### src/xcre_cfg.svh
`ifndef XCRE_CFG_SVH
`define XCRE_CFG_SVH
// Register offsets within the non-transparent function space (byte addresses).
`define XCRE_OFS_TARGET 12'h510
`define XCRE_OFS_OPER 12'h514
`define XCRE_OFS_WDATA 12'h518
`define XCRE_OFS_STATUS 12'h51C
`define XCRE_OFS_IND_ADDR 12'hFF8
`define XCRE_OFS_IND_DATA 12'hFFC
// Global space base of this function; the target register then sits at base plus offset.
`define XCRE_FN_BASE 20'h11000
// Target control field positions.
`define XCRE_TGT_BUS_HI 31
`define XCRE_TGT_BUS_LO 24
`define XCRE_TGT_SLOT_HI 23
`define XCRE_TGT_SLOT_LO 19
`define XCRE_TGT_FN_HI 18
`define XCRE_TGT_FN_LO 16
`define XCRE_TGT_UIDX_HI 11
`define XCRE_TGT_UIDX_LO 8
`define XCRE_TGT_DIDX_HI 7
`define XCRE_TGT_DIDX_LO 2
// Operation control field positions.
`define XCRE_OP_TYPE_BIT 0
`define XCRE_OP_SEL_BIT 1
`define XCRE_OP_TYPE0 1'h0
`define XCRE_OP_WRITE 1'h1
// Status bit positions.
`define XCRE_STS_DONE_BIT 0
`define XCRE_STS_ERR_BIT 1
`define XCRE_STS_BUSY_BIT 2
// Requester identity reserved for crosslink configuration requests.
`define XCRE_REQ_ID 16'h0004
// Address of the indirect pair as seen on a received request.
`define XCRE_RX_IND_ADDR 10'h3FE
`define XCRE_RX_IND_DATA 10'h3FF
// Deadline for the load after fundamental reset.
`define XCRE_LOAD_LIMIT_NS 1000000000
`define XCRE_CLK_NS 50
`define XCRE_LOAD_LIMIT_CYC (`XCRE_LOAD_LIMIT_NS / `XCRE_CLK_NS)
`define XCRE_ZERO32 32'h0000_0000
`endif

### src/xcre_pkg.sv
package xcre_pkg;
	typedef enum logic [1:0] {XCRE_IDLE, XCRE_SEND, XCRE_WAIT} xcre_state_e;
	typedef struct packed {
		logic [15:0] req_id;
		logic [15:0] cpl_id;
		logic [9:0] reg_addr;
		logic type1;
		logic write;
		logic [31:0] data;
	} xcre_req_s;
endpackage

### src/xcre_gas_if.sv
`timescale 1ns/10ps
interface xcre_gas_if;
	logic req;
	logic wr;
	logic [31:0] addr;
	logic [31:0] wdata;
	logic [31:0] rdata;
	logic ack;
	modport master (output req, output wr, output addr, output wdata, input rdata, input ack);
	modport slave (input req, input wr, input addr, input wdata, output rdata, output ack);
endinterface

### src/xcre_gas_port.sv
`timescale 1ns/10ps
`include "xcre_cfg.svh"
// Indirect window into the global address space, addressed by a held pointer.
module xcre_gas_port (
	input wire logic clk_in, // Core clock.
	input wire logic reset_in, // Synchronous reset.
	input wire logic en_in, // Clock enable.
	input wire logic ptr_wr_in, // Load the pointer.
	input wire logic data_rd_in, // Read through the pointer.
	input wire logic data_wr_in, // Write through the pointer.
	input wire logic [31:0] wdata_in, // Write value.
	output logic [31:0] ptr_out, // Held pointer.
	output logic [31:0] rdata_out, // Registered read data.
	output logic done_out, // Access finished.
	xcre_gas_if.master gas // Global space bus.
);
	logic pend_q;
	// Pointer register; its value selects the global register for every data access.
	always_ff @(posedge clk_in)
	begin
		if (reset_in)
			ptr_out <= `XCRE_ZERO32;
		else if (en_in && ptr_wr_in)
			ptr_out <= wdata_in;
	end
	// Start one global access per data strobe and hold it until acknowledged.
	always_ff @(posedge clk_in)
	begin
		if (reset_in)
		begin
			pend_q <= 1'b0;
			gas.req <= 1'b0;
			gas.wr <= 1'b0;
			gas.addr <= `XCRE_ZERO32;
			gas.wdata <= `XCRE_ZERO32;
			rdata_out <= `XCRE_ZERO32;
			done_out <= 1'b0;
		end
		else if (en_in)
		begin
			done_out <= 1'b0;
			if (!pend_q && (data_rd_in || data_wr_in))
			begin
				pend_q <= 1'b1;
				gas.req <= 1'b1;
				gas.wr <= data_wr_in;
				gas.addr <= ptr_out;
				gas.wdata <= wdata_in;
			end
			else if (pend_q && gas.ack)
			begin
				pend_q <= 1'b0;
				gas.req <= 1'b0;
				rdata_out <= gas.rdata;
				done_out <= 1'b1;
			end
		end
	end
endmodule

### src/xcre_link_tx.sv
`timescale 1ns/10ps
// Holds one outgoing request on the crosslink until the peer accepts and completes it.
module xcre_link_tx (
	input wire logic clk_in, // Core clock.
	input wire logic reset_in, // Synchronous reset.
	input wire logic en_in, // Clock enable.
	input wire logic start_in, // Launch a request.
	input wire xcre_pkg::xcre_req_s req_in, // Request contents.
	input wire logic accept_in, // Peer took the request.
	input wire logic cpl_in, // Completion seen.
	input wire logic cpl_ok_in, // Completion successful.
	output logic valid_out, // Request valid on link.
	output xcre_pkg::xcre_req_s req_out, // Request on link.
	output logic fin_out, // Transfer finished pulse.
	output logic ok_out // Finished without error.
);
	xcre_pkg::xcre_state_e state_q;
	// Request sequencing: send, then wait for the completion.
	always_ff @(posedge clk_in)
	begin
		if (reset_in)
		begin
			state_q <= xcre_pkg::XCRE_IDLE;
			valid_out <= 1'b0;
			req_out <= '0;
			fin_out <= 1'b0;
			ok_out <= 1'b0;
		end
		else if (en_in)
		begin
			fin_out <= 1'b0;
			case (state_q)
				xcre_pkg::XCRE_IDLE:
					if (start_in)
					begin
						req_out <= req_in;
						valid_out <= 1'b1;
						state_q <= xcre_pkg::XCRE_SEND;
					end
				xcre_pkg::XCRE_SEND:
					if (accept_in)
					begin
						valid_out <= 1'b0;
						state_q <= xcre_pkg::XCRE_WAIT;
					end
				xcre_pkg::XCRE_WAIT:
					if (cpl_in)
					begin
						fin_out <= 1'b1;
						ok_out <= cpl_ok_in;
						state_q <= xcre_pkg::XCRE_IDLE;
					end
				default:
					state_q <= xcre_pkg::XCRE_IDLE;
			endcase
		end
	end
endmodule

### src/xcre_top.sv
`timescale 1ns/10ps
`include "xcre_cfg.svh"
// Functional notes
// - Completer bus, slot, function come from the target control fields.
// - Request register address is upper index joined with dword index.
// - Access type zero issues a type 0 configuration request.
// - Operation select one issues a configuration write.
// - Writing write-data launches the programmed request across the crosslink.
// - Every request carries requester identity bus 0, device 0, function 4.
// - Done bit sets once the transfer finishes successfully.
// - Received type 0 write to function 0 at 0xFF8 loads indirect address.
// - Indirect data accesses the global register the indirect address selects.
// - Target control at 0x510; global address is function base plus offset.
// - Quasi-reset holds while the EEPROM load runs, released at its end.
// - The load including remote configuration completes within one second.
// - Migrating a port into an active partition never resets its link.
module xcre_top #(
	parameter int unsigned LOAD_LIMIT_CYC = `XCRE_LOAD_LIMIT_CYC // Load deadline in cycles.
) (
	input wire logic clk_in, // Core clock, 20 MHz.
	input wire logic reset_in, // Fundamental reset, synchronous.
	input wire logic en_in, // Clock enable.
	input wire logic reg_wr_in, // Local register write strobe.
	input wire logic reg_rd_in, // Local register read strobe.
	input wire logic [19:0] reg_addr_in, // Local global-space byte address.
	input wire logic [31:0] reg_wdata_in, // Local write data.
	output logic [31:0] reg_rdata_out, // Local read data.
	output logic reg_ack_out, // Local access done.
	input wire logic load_busy_in, // EEPROM load running.
	output logic quasi_reset_out, // Switch held in quasi-reset.
	output logic load_late_out, // Load overran its deadline.
	input wire logic part_active_in, // Target partition is active.
	input wire logic port_migrate_in, // Port being migrated.
	output logic link_reset_out, // Reset request to migrating port link.
	output logic tx_valid_out, // Outgoing request valid.
	output xcre_pkg::xcre_req_s tx_req_out, // Outgoing request.
	input wire logic tx_accept_in, // Peer accepted request.
	input wire logic tx_cpl_in, // Completion arrived.
	input wire logic tx_cpl_ok_in, // Completion status ok.
	input wire logic rx_valid_in, // Incoming request valid.
	input wire xcre_pkg::xcre_req_s rx_req_in, // Incoming request.
	output logic rx_cpl_out, // Incoming request completed.
	output logic [31:0] rx_cpl_data_out, // Completion data.
	output logic gas_req_out, // Global space request.
	output logic gas_wr_out, // Global space write.
	output logic [31:0] gas_addr_out, // Global space address.
	output logic [31:0] gas_wdata_out, // Global space write data.
	input wire logic [31:0] gas_rdata_in, // Global space read data.
	input wire logic gas_ack_in // Global space acknowledge.
);
	logic [31:0] target_q;
	logic [31:0] oper_q;
	logic [31:0] wdata_q;
	logic done_q;
	logic err_q;
	logic launch_q;
	logic rx_busy_q;
	logic [31:0] load_cnt_q;
	logic local_pend_q;
	logic [31:0] ind_ptr;
	logic [31:0] ind_rdata;
	logic ind_done;
	logic ptr_wr;
	logic data_rd;
	logic data_wr;
	logic [31:0] ind_wdata;
	logic tx_fin;
	logic tx_ok;
	logic tx_valid;
	xcre_pkg::xcre_req_s tx_req;
	xcre_pkg::xcre_req_s launch_req;
	xcre_gas_if gas_bus ();

	// Check whether a byte address in global space hits the given local register offset.
	function automatic logic hit(input logic [19:0] a, input logic [11:0] ofs);
		hit = (a == (`XCRE_FN_BASE + {8'h00, ofs}));
	endfunction

	// Received requests are only ours when they are type 0 to function 0.
	function automatic logic rx_hit(input xcre_pkg::xcre_req_s r, input logic [9:0] a);
		rx_hit = !r.type1 && (r.cpl_id[2:0] == 3'h0) && (r.reg_addr == a);
	endfunction

	// Build the outgoing request from the programmed registers.
	always_comb
	begin
		launch_req.req_id = `XCRE_REQ_ID;
		launch_req.cpl_id = {target_q[`XCRE_TGT_BUS_HI:`XCRE_TGT_BUS_LO],
			target_q[`XCRE_TGT_SLOT_HI:`XCRE_TGT_SLOT_LO],
			target_q[`XCRE_TGT_FN_HI:`XCRE_TGT_FN_LO]};
		launch_req.reg_addr = {target_q[`XCRE_TGT_UIDX_HI:`XCRE_TGT_UIDX_LO],
			target_q[`XCRE_TGT_DIDX_HI:`XCRE_TGT_DIDX_LO]};
		launch_req.type1 = (oper_q[`XCRE_OP_TYPE_BIT] != `XCRE_OP_TYPE0);
		launch_req.write = (oper_q[`XCRE_OP_SEL_BIT] == `XCRE_OP_WRITE);
		launch_req.data = wdata_q;
	end

	// Local register writes for the target, operation and data registers.
	always_ff @(posedge clk_in)
	begin
		if (reset_in)
		begin
			target_q <= `XCRE_ZERO32;
			oper_q <= `XCRE_ZERO32;
			wdata_q <= `XCRE_ZERO32;
			launch_q <= 1'b0;
		end
		else if (en_in)
		begin
			launch_q <= 1'b0;
			if (reg_wr_in)
			begin
				if (hit(reg_addr_in, `XCRE_OFS_TARGET))
					target_q <= reg_wdata_in;
				else if (hit(reg_addr_in, `XCRE_OFS_OPER))
					oper_q <= reg_wdata_in;
				else if (hit(reg_addr_in, `XCRE_OFS_WDATA))
				begin
					wdata_q <= reg_wdata_in;
					launch_q <= 1'b1;
				end
			end
		end
	end

	// A launch clears done; a finish loads it from the completion status, and the finish wins if both coincide.
	always_ff @(posedge clk_in)
	begin
		if (reset_in)
		begin
			done_q <= 1'b0;
			err_q <= 1'b0;
		end
		else if (en_in)
		begin
			if (tx_fin)
			begin
				done_q <= tx_ok;
				err_q <= !tx_ok;
			end
			else if (launch_q)
			begin
				done_q <= 1'b0;
				err_q <= 1'b0;
			end
		end
	end

	// Local reads; unmapped addresses return zero. The agent polls done here.
	always_ff @(posedge clk_in)
	begin
		if (reset_in)
		begin
			reg_rdata_out <= `XCRE_ZERO32;
			reg_ack_out <= 1'b0;
		end
		else if (en_in)
		begin
			reg_ack_out <= reg_wr_in || reg_rd_in;
			if (reg_rd_in)
			begin
				if (hit(reg_addr_in, `XCRE_OFS_TARGET))
					reg_rdata_out <= target_q;
				else if (hit(reg_addr_in, `XCRE_OFS_OPER))
					reg_rdata_out <= oper_q;
				else if (hit(reg_addr_in, `XCRE_OFS_WDATA))
					reg_rdata_out <= wdata_q;
				else if (hit(reg_addr_in, `XCRE_OFS_STATUS))
					reg_rdata_out <= {29'h0000_0000, tx_valid, err_q, done_q};
				else if (hit(reg_addr_in, `XCRE_OFS_IND_ADDR))
					reg_rdata_out <= ind_ptr;
				else
					reg_rdata_out <= `XCRE_ZERO32;
			end
		end
	end

	// Received requests drive the indirect pair; the pointer takes a write at 0xFF8.
	always_comb
	begin
		ptr_wr = 1'b0;
		data_rd = 1'b0;
		data_wr = 1'b0;
		ind_wdata = rx_req_in.data;
		if (rx_valid_in && !rx_busy_q)
		begin
			if (rx_hit(rx_req_in, `XCRE_RX_IND_ADDR) && rx_req_in.write)
				ptr_wr = 1'b1;
			else if (rx_hit(rx_req_in, `XCRE_RX_IND_DATA))
			begin
				data_wr = rx_req_in.write;
				data_rd = !rx_req_in.write;
			end
		end
	end

	// Completion back toward the peer for each received request.
	always_ff @(posedge clk_in)
	begin
		if (reset_in)
		begin
			rx_busy_q <= 1'b0;
			rx_cpl_out <= 1'b0;
			rx_cpl_data_out <= `XCRE_ZERO32;
		end
		else if (en_in)
		begin
			rx_cpl_out <= 1'b0;
			if (rx_busy_q && ind_done)
			begin
				rx_busy_q <= 1'b0;
				rx_cpl_out <= 1'b1;
				rx_cpl_data_out <= ind_rdata;
			end
			else if (data_rd || data_wr)
				rx_busy_q <= 1'b1;
			else if (rx_valid_in && !rx_busy_q)
			begin
				rx_cpl_out <= 1'b1;
				rx_cpl_data_out <= `XCRE_ZERO32;
			end
		end
	end

	// Quasi-reset follows the load; a deadline counter flags an overrun.
	always_ff @(posedge clk_in)
	begin
		if (reset_in)
		begin
			quasi_reset_out <= 1'b1;
			load_late_out <= 1'b0;
			load_cnt_q <= `XCRE_ZERO32;
		end
		else if (en_in)
		begin
			quasi_reset_out <= load_busy_in;
			if (load_busy_in && load_cnt_q < LOAD_LIMIT_CYC)
				load_cnt_q <= load_cnt_q + 32'h0000_0001;
			else if (load_busy_in)
				load_late_out <= 1'b1;
		end
	end

	// Link reset is only requested when a port joins a partition not yet active.
	always_ff @(posedge clk_in)
	begin
		if (reset_in)
			link_reset_out <= 1'b0;
		else if (en_in)
			link_reset_out <= port_migrate_in && !part_active_in;
	end

	// Global bus outputs already come from flip-flops inside the indirect port.
	always_ff @(posedge clk_in)
	begin
		if (reset_in)
			local_pend_q <= 1'b0;
		else if (en_in)
			local_pend_q <= gas_bus.req;
	end
	assign gas_req_out = gas_bus.req;
	assign gas_wr_out = gas_bus.wr;
	assign gas_addr_out = gas_bus.addr;
	assign gas_wdata_out = gas_bus.wdata;
	assign gas_bus.rdata = gas_rdata_in;
	assign gas_bus.ack = gas_ack_in && local_pend_q;
	assign tx_valid_out = tx_valid;
	assign tx_req_out = tx_req;

	xcre_link_tx u_tx (
		.clk_in(clk_in),
		.reset_in(reset_in),
		.en_in(en_in),
		.start_in(launch_q),
		.req_in(launch_req),
		.accept_in(tx_accept_in),
		.cpl_in(tx_cpl_in),
		.cpl_ok_in(tx_cpl_ok_in),
		.valid_out(tx_valid),
		.req_out(tx_req),
		.fin_out(tx_fin),
		.ok_out(tx_ok)
	);

	xcre_gas_port u_gas (
		.clk_in(clk_in),
		.reset_in(reset_in),
		.en_in(en_in),
		.ptr_wr_in(ptr_wr),
		.data_rd_in(data_rd),
		.data_wr_in(data_wr),
		.wdata_in(ind_wdata),
		.ptr_out(ind_ptr),
		.rdata_out(ind_rdata),
		.done_out(ind_done),
		.gas(gas_bus)
	);
endmodule
### config.mk
export PLATFORM = sky130hd
export DESIGN_NAME = xcre_top
export DESIGN_NICKNAME = d
export VERILOG_FILES = /design/src/xcre_pkg.sv /design/src/xcre_gas_if.sv /design/src/xcre_gas_port.sv /design/src/xcre_link_tx.sv /design/src/xcre_top.sv
export VERILOG_INCLUDE_DIRS = /design/src
export SDC_FILE = /design/constraint.sdc
export NUM_CORES = 1
export LEC_CHECK = 0
export BUFFER_PORTS_ARGS = -buffer_cell sky130_fd_sc_hd__buf_2
export CAP_MARGIN = 15
export CORE_MARGIN = 4
export CORE_UTILIZATION = 55
export DETAILED_ROUTE_END_ITERATION = 6
export PLACE_DENSITY = 0.78
export SYNTH_ARGS = -nofsm -noshare
export SYNTH_HDL_FRONTEND = slang
export SYNTH_HIERARCHICAL = 1
export SYNTH_SLANG_ARGS = --single-unit
export TNS_END_PERCENT = 1
### constraint.sdc
create_clock -name clk_in -period 3.39 [get_ports clk_in]
set_input_delay 0.1695 -clock clk_in [delete_from_list [all_inputs] [get_ports clk_in]]
set_output_delay 0.1695 -clock clk_in [all_outputs]
set_load 0.01 [all_outputs]
# ---- Yosys cells after proc, flatten, opt, wreduce, memory -nomap -nowiden
# Cells that the tools add are included.
# W data, S select, Z words.
dict set report word_totals {
  register_bits 399
  latch_bits 0
  ram_bits 0
  mem_bits_ro 0
  in_bits 173
  output_inout_bits 212
  wordCells 136
  mem_count 0
}
dict set report op_classes {
  addsub 1
  mul 0
  n_div 0
  magnitude_cmp 1
  eq_ne 13
  shifts 0
  muxes 41
  n_bitwise 4
  reduce_logical 43
}
# cell n
set ops {}
lappend ops {{$mux W32} 8}
lappend ops {{$eq A20 B17 Y1 const B} 5}
lappend ops {{$add A32 B1 Y32 const B} 1}
lappend ops {{$lt A32 B25 Y1 const B} 1}
lappend ops {{$mux W1} 28}
lappend ops {{$eq A10 B10 Y1 const B} 2}
lappend ops {{$reduce_and A3 Y1} 6}
lappend ops {{$logic_and A1 B1 Y1} 12}
lappend ops {{$reduce_and A2 Y1} 6}
lappend ops {{$reduce_and A4 Y1} 3}
lappend ops {{$reduce_bool A2 Y1} 5}
lappend ops {{$ne A2 B2 Y1 const B} 4}
lappend ops {{$logic_not A1 Y1} 6}
lappend ops {{$mux W2} 3}
lappend ops {{$pmux W2 S3} 1}
lappend ops {{$reduce_and A5 Y1} 1}
lappend ops {{$not A1 Y1} 4}
lappend ops {{$logic_not A3 Y1} 1}
lappend ops {{$eq A2 B1 Y1 const B} 1}
lappend ops {{$eq A2 B2 Y1 const B} 1}
lappend ops {{$logic_not A2 Y1} 1}
lappend ops {{$logic_or A1 B1 Y1} 2}
lappend ops {{$pmux W1 S2} 1}

# ---- Logic depth before layout (Yosys ltp)
# Gate-level depths: netlist of run 1.
dict set report depth {
  ltp_word 10
  mapped_depth 9
  ltp_nobuf 7
}

# ---- Cells and area by module
# The synthesis of run 1 kept the hierarchy.
# module n_inst cells_each area_each_um2 seq_area_each_um2
set by_module_without_submodules {}
lappend by_module_without_submodules {xcre_top 1 1045 8508.2 4043.9}
lappend by_module_without_submodules {xcre_gas_port 1 571 5250.0 2622.5}
lappend by_module_without_submodules {xcre_link_tx 1 353 3637.2 1621.6}

# ---- Least setup slack after synthesis of run 1
# No wires, ideal clock.
dict set report synth_path {
  path_kind {flip-flop to flip-flop}
  startpoint {register rx_busy_q}
  endpoint {register u_gas.gas.addr[0]}
  setup_ns 0.072
  arrival_ns 2.287
  t_required_ns 3.318
  setup_slack_ns 1.031
  path_stages_with_launch 9
  path_cell_list {dfxtp_1 -> or4b_1 -> or2_2 -> or3_1 -> nor2_1 -> o21a_4 -> buf_12 -> buf_12 -> mux2i_1}
}
dict set report synth_between {
  elab_chain_len 6
}
# item line_no
set synth_lines {}
lappend synth_lines {{start: declaration} xcre_top.sv:57} ;# logic rx_busy_q;
lappend synth_lines {{start signal: assignment} xcre_top.sv:202} ;# rx_busy_q <= 1'b0;
lappend synth_lines {{start signal: assignment} xcre_top.sv:211} ;# rx_busy_q <= 1'b0;
lappend synth_lines {{start signal: assignment} xcre_top.sv:216} ;# rx_busy_q <= 1'b1;
lappend synth_lines {{$logic_not A1 Y1} xcre_top.sv:185} ;# if (rx_valid_in && !rx_busy_q)
lappend synth_lines {{$logic_and A1 B1 Y1} xcre_top.sv:185}
lappend synth_lines {{$mux W1} xcre_top.sv:185}
lappend synth_lines {{named net data_wr} xcre_top.sv:65} ;# logic data_wr;
lappend synth_lines {{$logic_or A1 B1 Y1} xcre_gas_port.sv:42} ;# if (!pend_q && (data_rd_in || data_wr_in))
lappend synth_lines {{$logic_and A1 B1 Y1} xcre_gas_port.sv:42}
lappend synth_lines {{$reduce_and A2 Y1 (no source line)} -}
lappend synth_lines {{end signal: assignment} xcre_gas_port.sv:34} ;# gas.addr <= `XCRE_ZERO32;
lappend synth_lines {{end signal: assignment} xcre_gas_port.sv:47} ;# gas.addr <= ptr_out;
lappend synth_lines {{end: declaration} xcre_gas_if.sv:9} ;# modport master (output req, output wr, output addr, output wdata, input rdata, input ack);
# The timed path passes the listed nets, and every way through them passes these cells.
# A chain may end at the register's enable or synchronous reset.

# ---- Worst setup path in the final report of run 1
dict set report layout_path {
  startpoint {register rx_busy_q}
  endpoint {register u_gas.gas.wdata[20]}
}
dict set report layout_between {
  elab_chain_len 6
}
# item line_no
set layout_lines {}
lappend layout_lines {{$logic_not A1 Y1} xcre_top.sv:185}
lappend layout_lines {{$logic_and A1 B1 Y1} xcre_top.sv:185}
lappend layout_lines {{$mux W1} xcre_top.sv:185}
lappend layout_lines {{named net data_wr} xcre_top.sv:65}
lappend layout_lines {{$logic_or A1 B1 Y1} xcre_gas_port.sv:42}
lappend layout_lines {{$logic_and A1 B1 Y1} xcre_gas_port.sv:42}
lappend layout_lines {{$reduce_and A2 Y1 (no source line)} -}
lappend layout_lines {{end signal: assignment} xcre_gas_port.sv:35} ;# gas.wdata <= `XCRE_ZERO32;
lappend layout_lines {{end signal: assignment} xcre_gas_port.sv:48} ;# gas.wdata <= wdata_in;
lappend layout_lines {{end: declaration} xcre_gas_if.sv:9}
# The timed path passes the listed nets, and every way through them passes these cells.

==> results of run 1 <==
==> synth_stat cells, drive strengths merged (16+ instances only) <==
cell	number
nor2	34
a22o	50
nand2	373
clkbuf	94
buf	51
mux2i	143
nor3	23
a22oi	20
mux2	16
dfxtp	414
a21oi	210
nand2b	307
o21ai	71
==> worst max-delay path, cell delays in order, from the launching register on <==
cell     delay (ns)
dfxtp_1        0.34
or4b_1         0.55
or2_2          0.33
or3_1          0.39
nor2_1         0.21
o21a_4         0.39
buf_4          0.25
mux2i_1        0.23
==> flip-flops by register name, summed over array words and instances, names as in the netlist, 2 cells and up <==
signal	cells
target_q	32
u_tx/state_q	2
reg_rdata_out	32
load_cnt_q	32
wdata_q	32
u_gas/gas.wdata	32
u_gas/ptr_out	32
u_tx/req_out	76
oper_q	32
u_gas/rdata_out	32
u_gas/gas.addr	32
rx_cpl_data_out	32
==> power by group through the flow <==
stage | Combinational [mW] | Sequential, mW | Clock (mW)
4_1_cts | 0.478 | 4.87 | 5.19
3_3_place_gp | 0.376 | 4.98 | 0
5_1_grt | 0.526 | 4.87 | 5.40
3_5_place_dp | 0.381 | 4.98 | 0
6_report | 0.489 | 4.87 | 5.13
2_1_floorplan | 0.207 | 4.98 | 0
==> how the worst max path moves through the flow <==
stage,start,endpoint
floorplan,rx_busy_q,u_gas/gas.addr[0]
global placement,rx_busy_q,u_gas/gas.wdata[23]
detailed placement,rx_busy_q,u_gas/gas.wdata[3]
CTS,rx_busy_q,u_gas/gas.wdata[3]
global route,rx_busy_q,u_gas/gas.wdata[20]
finish,rx_busy_q,u_gas/gas.wdata[20]
==> cells in the final DEF, fill, tap and decap left out, types with 13 or more instances in the layout <==
cell             n
a21oi_1        208
a22o_1          50
a22oi_1         20
buf_2          354
buf_4           32
clkbuf_16       45
conb_1          16
dfxtp_1        414
dlygate4sd3_1  102
mux2_2          16
mux2i_1        143
nand2_1        373
nand2b_1       307
nand3_1         14
nand4_1         14
nor2_1          31
nor2b_1         13
nor3_1          20
nor4_1          13
o21ai_0         46
o21ai_1         25
or3_1           14
==> cell type report <==
type	instances	area, um^2
Multi-Input combinational cell	1414	8390
Tap cell	396	495
Inverter	10	37.5
Timing Repair Buffer	498	3240
Clock inverter	17	272
Sequential cell	414	8290
Clock buffer	63	1280
Fill cell	2278	8900
==> stage by stage <==
step / setup WS [ns] / total power [mW]
final: 0.603 / 10.5
after global routing: 0.457 / 10.8
after CTS: 0.600 / 10.5
after detailed placement: 0.625 / 5.36
after global placement: 0.704 / 5.36
after floorplan: 1.03 / 5.19
==> layer usage <==
metal	share of wire, %	global-route usage, %	vias up
met4	3.1	9.24	4
met1	43	38.9	7335
met5	0.058	0	-
met3	8.8	6.16	121
li1	-	-	7506
met2	45	46.0	699
==> cells by family after synthesis <==
| family | Yosys count | synth area share (%) |
|---|---|---|
| buf+inv | 155 | 4.71 |
| simple gates | 851 | 25.1 |
| mux | 159 | 9.26 |
| compound gates | 387 | 13.2 |
| fa+ha+maj | 1 | 0.0719 |
| other cells | 2 | 0.0432 |
| flops | 414 | 47.6 |
==> repair_timing <==
action	in CTS	in global routing
hold buffers	102	0
setup buffers	0	0
endpoints found under the hold margin	196	0
==> flow_summary_export.csv, run 1 <==
group,metric,value,unit
timing,clock_skew,0.0102,ns
synthesis,syn_avg_cell_area,8.83,um^2
cells_and_area,n_antenna_cell,0,
clock_tree,cts_max_level,2,
synthesis,synth_top_area_share,47.6,%
clock_tree,cts_tree,"done",
power_and_ir_drop,p_seq_share,46.4,%
power_and_ir_drop,switching_power,2.22,mW
power_and_ir_drop,p_clk_share,48.9,%
floorplan,initial_core_util,56.3,%
synthesis,synthArstFlopShare,0,%
min_path,hold_depth,3,
synthesis,synth-seq-cells,414,
floorplan,die_x,186,um
cells_and_area,drive_above_1_share,20.9,%
global_route,grt_max_degree,146,
floorplan,core_area,30900,um^2
setup_path,worstPathRequired,3.83,ns
placed_design,dp_hpwl,34400,um
power_and_ir_drop,power.internal,8.28,mW
setup_path,crit_type,"register to register",
timing,worst_pin_slew,0.856,ns
timing,tns,0,ns
cells_and_area,syn2layout_area_growth,26.5,%
timing,timing.hold.ws,0.0286,ns
clock_tree,clk_path_buf_depth,3,
synthesis,ys_types,59,
routing,drtAntennaViolNets,0,
global_route,grt-ovfl-total,0,
routing,routed_wl,52100,um
min_path,min_from,"reg_rd_in",
cells_and_area,finalNonFillerCells,2812,
synthesis,netlist_area,17400,um^2
routing,viasPerCell,5.57,
power_and_ir_drop,p_sw_share,21.1,%
placed_design,numPortBuffers,355,
timing,maxSlewHeadroom,42.9,%
synthesis,synth_edf_count,0,
power_and_ir_drop,powerDensity,477,nW/um^2
setup_path,crit_path_start_kind,"register",
global_route,antenna_found_initial,2,
floorplan,ios,385,
global_route,track_usage,28.7,%
floorplan,die_y,186,um
clock_tree,clkSlewWorstSetupHoldPaths,0.06,ns
routing,wl_per_cell,18.5,um
power_and_ir_drop,ir_drop,0.381,mV
placed_design,dpl-instance-area,19400,um^2
floorplan,dieArea,34500,um^2
min_path,whs_endpoint,"reg_rdata_out[2]",
global_route,grt_pass1_vias,15000,
min_path,hp-class,"input pin to register",
clock_tree,cts_resized,0,
placed_design,placed_cells,2629,
routing,drc,0,
setup_path,r2r_start,"rx_busy_q",
setup_path,r2r-end,"u_gas/gas.wdata[20]",
synthesis,yosys_most_used_dff,"dfxtp_1",
timing,maxSlewViolCount,0,
synthesis,synth.area.top_cells,"dfxtp_1, nand2b_1, mux2i_1",
routing,dr.pass1.iters,7,
synthesis,synth_cells,1969,
timing,setup_violations,0,
synthesis,synth.largest_area_cell,"dfxtp_1",
setup_path,reg2regPathDepth,7,
global_route,grt_pass1_wl,80400,um
routing,num_vias,15700,
timing,period_minus_slack,2.79,ns
cells_and_area,final_util,71.2,%
status,outcome,"complete, no violations",
clock_tree,clk-insertion-delay-late,0.53,ns
power_and_ir_drop,p_leak,8.31,nW
timing,period_share,82.2,%
timing,rsz0062_at_grt,"false",
synthesis,yosysSeqAreaShare,47.6,%
clock_tree,cts_buffers,44,
timing,finalHoldViolCount,0,
clock_tree,clock-root-buffer,"clkbuf_16",
placed_design,globalplace.congestion,0.908,
setup_path,worstPathArrival,3.23,ns
routing,drt-initial-drc-count,1472,
power_and_ir_drop,p_comb_share,4.7,%
synthesis,synth_warnings,6,
job,max_cap_violations,0,
timing,fmax,359,MHz
cells_and_area,postLayoutCellArea,22000,um^2
floorplan,rows,64,
setup_path,rrSetupSlack,0.60,ns
clock_tree,clock_sinks,414,
cells_and_area,finalNetCount,2556,
setup_path,cp_max_fo,17,
setup_path,critPathCaptureType,"register",
No activity file was read; power rests on OpenSTA's default activity.
==> inputs of run 2 (changes only) <==
--- a/config.mk
+++ b/config.mk
@@ -9,9 +9,9 @@
 export BUFFER_PORTS_ARGS = -buffer_cell sky130_fd_sc_hd__buf_2
 export CAP_MARGIN = 15
 export CORE_MARGIN = 4
-export CORE_UTILIZATION = 55
+export CORE_UTILIZATION = 49
 export DETAILED_ROUTE_END_ITERATION = 6
-export PLACE_DENSITY = 0.78
+export PLACE_DENSITY = 0.73
 export SYNTH_ARGS = -nofsm -noshare
 export SYNTH_HDL_FRONTEND = slang
 export SYNTH_HIERARCHICAL = 1
==> constraint.sdc (replaced) <==
create_clock -name clk_in -period 2.55 [get_ports clk_in]
set_input_delay 0.1275 -clock clk_in [delete_from_list [all_inputs] [get_ports clk_in]]
set_output_delay 0.1275 -clock clk_in [all_outputs]
set_load 0.01 [all_outputs]
==> flow_summary_export.csv, run 2 (synthesis gave the netlist of run 1 again) <==
group,metric,value,unit
power_and_ir_drop,p_leak,8.40,nW
placed_design,numPortBuffers,355,
routing,dr.pass1.iters,6,
min_path,min_from,"reset_in",
floorplan,rows,68,
cells_and_area,top_register,"u_tx/req_out",
cells_and_area,nFillCells,2907,
job,max_cap_violations,0,
setup_path,worstPathArrival,2.93,ns
routing,viasPerCell,5.37,
timing,finalHoldViolCount,0,
timing,setup_violations,0,
timing,period_minus_slack,2.48,ns
placed_design,place_ws,-0.00360,ns
routing,num_vias,15500,
cells_and_area,drive_above_1_share,21.5,%
placed_design,placed_cells,2707,
clock_tree,clk_path_buf_depth,3,
min_path,whs_endpoint,"load_cnt_q[4]",
clock_tree,cts_buffers,43,
timing,worst_slack,0.0678,ns
global_route,grt_pass1_vias,14800,
cells_and_area,final_cell_mix,"dfxtp_1, nand2_1, buf_2",
routing,wl_per_cell,18.3,um
setup_path,reg2regPathDepth,7,
routing,drc,0,
timing,fmax,403,MHz
clock_tree,cts_tree,"done",
placed_design,globalplace.congestion,0.906,
routing,drt-initial-drc-count,1416,
setup_path,worstPathRequired,3.00,ns
cells_and_area,final_common_cell,"dfxtp_1",
setup_path,critPathCaptureType,"register",
floorplan,die_y,196,um
global_route,grt_max_degree,169,
global_route,antenna_found_initial,4,
clock_tree,clock-root-buffer,"clkbuf_16",
status,outcome,"complete, no violations",
floorplan,initial_core_util,50.0,%
power_and_ir_drop,powerDensity,606,nW/um^2
setup_path,r2r_start,"rx_busy_q",
clock_tree,clkSlewWorstSetupHoldPaths,0.06,ns
setup_path,cp_max_fo,6,
global_route,grt-ovfl-total,0,
setup_path,rrSetupSlack,0.07,ns
clock_tree,clk-insertion-delay-late,0.53,ns
setup_path,crit_type,"register to register",
cells_and_area,largest_reg_flops,76,
global_route,track_usage,26.0,%
placed_design,dp_hpwl,35900,um
timing,maxSlewViolCount,0,
routing,drtAntennaViolNets,0,
timing,period_share,97.3,%
cells_and_area,syn2layout_area_growth,27.8,%
timing,rsz0062_at_grt,"true",
power_and_ir_drop,power,13.5,mW
global_route,grt_pass1_wl,82000,um
cells_and_area,finalNonFillerCells,2890,
floorplan,die_x,196,um
routing,routed_wl,53000,um
timing,maxSlewHeadroom,44.3,%
cells_and_area,finalNetCount,2580,
power_and_ir_drop,ir_drop,0.560,mV
floorplan,core_area,34800,um^2
clock_tree,clock_sinks,414,
timing,worst_pin_slew,0.828,ns
timing,clock_skew,0.00831,ns
min_path,hold_depth,2,
setup_path,crit_path_start_kind,"register",
floorplan,ios,385,
min_path,hp-class,"input pin to register",
clock_tree,cts_max_level,2,
setup_path,r2r-end,"u_gas/gas.wdata[31]",
floorplan,dieArea,38600,um^2
-- run 2: changes by cell type in the layout (fill, tap and decap cells not counted), sizes merged --
cell         change
clkbuf           +2
clkinv           -4
o21a             +1
diode            +3
buf             +19
clkinvlp         -3
dlygate4sd3      +5
bufinv           -4
-- run 2: critical path, stage by stage, from the launching register on --
cell and delay [ns]:
dfxtp_1 0.32, or4b_1 0.53, or2_2 0.32, or3_4 0.37, nor2_4 0.18, o21a_4 0.26, buf_4 0.19, mux2i_1 0.22
-- run 2: metal layers --
| metal | vias to the layer above | GRT usage (%) | wire length [um] |
|---|---|---|---|
| met5 | - | 0 | 21 |
| met4 | 4 | 6.26 | 1220 |
| met3 | 97 | 4.68 | 4200 |
| met2 | 604 | 41.4 | 23900 |
| met1 | 7270 | 36.8 | 23700 |
| li1 | 7546 | - | - |
-- run 2: layout make-up --
type	instances	area [um^2]	share of cell area (%)
inverter	10	37.5	0.169
timing repair buffer	522	3470	15.6
clock buffer	65	1310	5.90
sequential	414	8290	37.3
tap	455	569	2.56
antenna	3	7.51	0.0338
clock inverter	6	105	0.473
multi-input combinational	1415	8440	38.0
-- run 2: timing repair --
item | in CTS | in global routing
setup buffers | 0 | 1
resized for setup | 6 | 4
setup endpoints to repair | 45 | 45
cloned | 1 | 0
hold buffers | 107 | 0
hold endpoints to repair | 204 | 0
pin swaps | 3 | 3
-- run 2: power by group --
part | leakage (nW) | internal [mW] | switching [mW]
Combinational | 4.37 | 0.328 | 0.337
Sequential | 3.33 | 6.47 | 0.00352
Clock | 0.698 | 3.82 | 2.52
Total | 8.40 | 10.6 | 2.86
-- run 2: worst max-delay path by stage --
stage	startpoint	end	slack, ns	cells past startpoint
after floorplan	rx_busy_q	u_gas/gas.addr[0]	0.19	8
after global placement	rx_busy_q	u_gas/gas.wdata[13]	0.07	7
after detailed placement	rx_busy_q	u_gas/gas.wdata[8]	-0.004	7
after CTS	rx_busy_q	u_gas/gas.wdata[8]	0.04	7
after global routing	rx_busy_q	u_gas/gas.wdata[24]	-0.02	8
final	rx_busy_q	u_gas/gas.wdata[31]	0.07	7
-- run 2: stage by stage --
| stage | hold slack, ns | util (%) | cell area, um^2 | setup TNS [ns] |
|---|---|---|---|---|
| floorplan | 0.263 | - | 17400 | 0 |
| global placement | 0.370 | 56.5 | 19700 | 0 |
| detailed placement | 0.375 | 56.5 | 19700 | -0.00574 |
| CTS | 0.0181 | 63.8 | 22200 | 0 |
| global route | 0.0443 | 63.9 | 22200 | -0.113 |
| finish | 0.0238 | 63.9 | 22200 | 0 |
==> inputs of run 3 (changes only) <==
--- a/config.mk
+++ b/config.mk
@@ -9,9 +9,9 @@
 export BUFFER_PORTS_ARGS = -buffer_cell sky130_fd_sc_hd__buf_2
 export CAP_MARGIN = 15
 export CORE_MARGIN = 4
-export CORE_UTILIZATION = 49
+export CORE_UTILIZATION = 59
 export DETAILED_ROUTE_END_ITERATION = 6
-export PLACE_DENSITY = 0.73
+export PLACE_DENSITY = 0.83
 export SYNTH_ARGS = -nofsm -noshare
 export SYNTH_HDL_FRONTEND = slang
 export SYNTH_HIERARCHICAL = 1
==> constraint.sdc (replaced) <==
create_clock -name clk_in -period 2.87 [get_ports clk_in]
set_input_delay 0.1435 -clock clk_in [delete_from_list [all_inputs] [get_ports clk_in]]
set_output_delay 0.1435 -clock clk_in [all_outputs]
set_load 0.01 [all_outputs]
==> flow_summary_export.csv, run 3 (synthesis gave the netlist of run 1 again) <==
group,metric,value,unit
status,outcome,"complete, no violations",
timing,worst_pin_slew,0.957,ns
job,max_cap_violations,0,
setup_path,crit_path_start_kind,"register",
timing,period_minus_slack,2.65,ns
placed_design,globalplace.congestion,0.915,
timing,maxSlewViolCount,0,
global_route,grt_max_degree,172,
cells_and_area,final_cell_mix,"dfxtp_1, nand2_1, buf_2",
setup_path,worstPathArrival,3.09,ns
cells_and_area,largest_reg_flops,76,
routing,routed_wl,54300,um
timing,setup_violations,0,
min_path,hp-class,"input pin to register",
clock_tree,clk-insertion-delay-late,0.53,ns
clock_tree,clock-root-buffer,"clkbuf_16",
global_route,grt-ovfl-total,0,
routing,dr.pass1.iters,6,
routing,drt-initial-drc-count,1770,
clock_tree,cts_resized,0,
routing,num_vias,16100,
timing,period_share,92.4,%
cells_and_area,drive_above_1_share,21.0,%
routing,drc,0,
cells_and_area,finalNetCount,2568,
clock_tree,clk_path_buf_depth,3,
global_route,grt_pass1_wl,85200,um
cells_and_area,nFillCells,1956,
setup_path,crit_type,"register to register",
global_route,antenna_found_initial,5,
clock_tree,cts_tree,"done",
clock_tree,cts_buffers,42,
cells_and_area,final_common_cell,"dfxtp_1",
global_route,track_usage,31.6,%
timing,tns,0,ns
routing,drtAntennaViolNets,0,
clock_tree,clock_sinks,414,
setup_path,worstPathRequired,3.31,ns
cells_and_area,top_register,"u_tx/req_out",
timing,rsz0062_at_grt,"false",
power_and_ir_drop,powerDensity,531,nW/um^2
power_and_ir_drop,ir_drop,0.417,mV
clock_tree,cts_max_level,2,
floorplan,rows,62,
cells_and_area,syn2layout_area_growth,25.5,%
floorplan,ios,385,
routing,wl_per_cell,19.3,um
placed_design,dp_hpwl,35300,um
floorplan,initial_core_util,60.3,%
cells_and_area,final_util,75.6,%
timing,maxSlewHeadroom,36.0,%
floorplan,die_x,180,um
power_and_ir_drop,p_leak,8.28,nW
setup_path,cp_max_fo,21,
clock_tree,clkSlewWorstSetupHoldPaths,0.06,ns
timing,fmax,377,MHz
setup_path,critPathCaptureType,"register",
floorplan,die_y,180,um
global_route,grt_pass1_vias,15700,
placed_design,numPortBuffers,355,
timing,clock_skew,0.0144,ns
timing,finalHoldViolCount,0,
floorplan,core_area,28900,um^2
floorplan,dieArea,32300,um^2
routing,viasPerCell,5.71,
## run 3: changes by cell type in the layout (fill, tap and decap cells not counted), moves of 2 or more
| cell | previous run | this run |
|---|---|---|
| bufinv_16 | 3 | 0 |
| clkinv_2 | 3 | 10 |
| nor2_1 | 29 | 32 |
| clkbuf_16 | 45 | 43 |
| buf_12 | 13 | 7 |
| dlygate4sd3_1 | 107 | 104 |
| nor2_4 | 2 | 0 |
| clkbuf_8 | 11 | 9 |
| mux2i_1 | 141 | 143 |
| mux2i_2 | 2 | 0 |
## run 3: where the power goes
group          internal (mW)  switching [mW]  total [mW]
logic                  0.282           0.303       0.585
clock network           2.99            2.26        5.25
registers               5.75         0.00321        5.75
total                   9.02            2.57        11.6
## run 3: routing by layer
| metal | vias up | GRT usage (%) | share of wire, % |
|---|---|---|---|
| met3 | 173 | 6.85 | 8.8 |
| met4 | 2 | 12.5 | 3.9 |
| li1 | 7512 | - | - |
| met1 | 7546 | 41.1 | 41 |
| met2 | 829 | 51.8 | 47 |
| met5 | - | 0 | 0.015 |
## run 3: metrics by stage
stage	area (um^2)	hold slack [ns]	setup WS, ns	std cells	power, mW
2_1_floorplan	17400	0.279	0.511	1983	6.13
3_3_place_gp	19400	0.385	0.273	2624	6.33
3_5_place_dp	19400	0.389	0.207	2624	6.34
4_1_cts	21800	0.00599	0.181	2802	11.6
5_1_grt	21800	0.0180	0.0391	2812	11.9
6_report	21800	0.0143	0.218	2812	11.6
## run 3: critical path, cell delays in order, from the launching register on
cell and delay (ns):
dfxtp_1 0.34, or4b_1 0.54, or2_2 0.31, or3_1 0.39, nor2_1 0.21, o21a_4 0.30
buf_12 0.23, mux2i_1 0.24
## run 3: worst paths after layout
kind,startpoint,end,slack [ns],cells after the start
hold reg to reg,reg_rdata_out[13],reg_rdata_out[13],0.43,2
hold / removal,reg_rd_in,reg_rdata_out[0],0.01,3
setup reg to reg,rx_busy_q,u_gas/gas.addr[17],0.22,7
setup / recovery,rx_busy_q,u_gas/gas.addr[17],0.22,7
## run 3: layout make-up
class | count | area [um^2] | area share, %
multi-input combinational | 1414 | 8390 | 38.4
clock inverter | 12 | 70.1 | 0.321
antenna | 4 | 10.0 | 0.0459
clock buffer | 62 | 1240 | 5.67
inverter | 10 | 37.5 | 0.172
sequential | 414 | 8290 | 38.0
timing repair buffer | 512 | 3310 | 15.2
tap | 384 | 480 | 2.20
## run 3: what timing repair did
action                                  CTS  global route
hold buffers                            104             0
setup buffers                             0             6
hold endpoints to repair                198             0
endpoints found under the setup margin    0             3
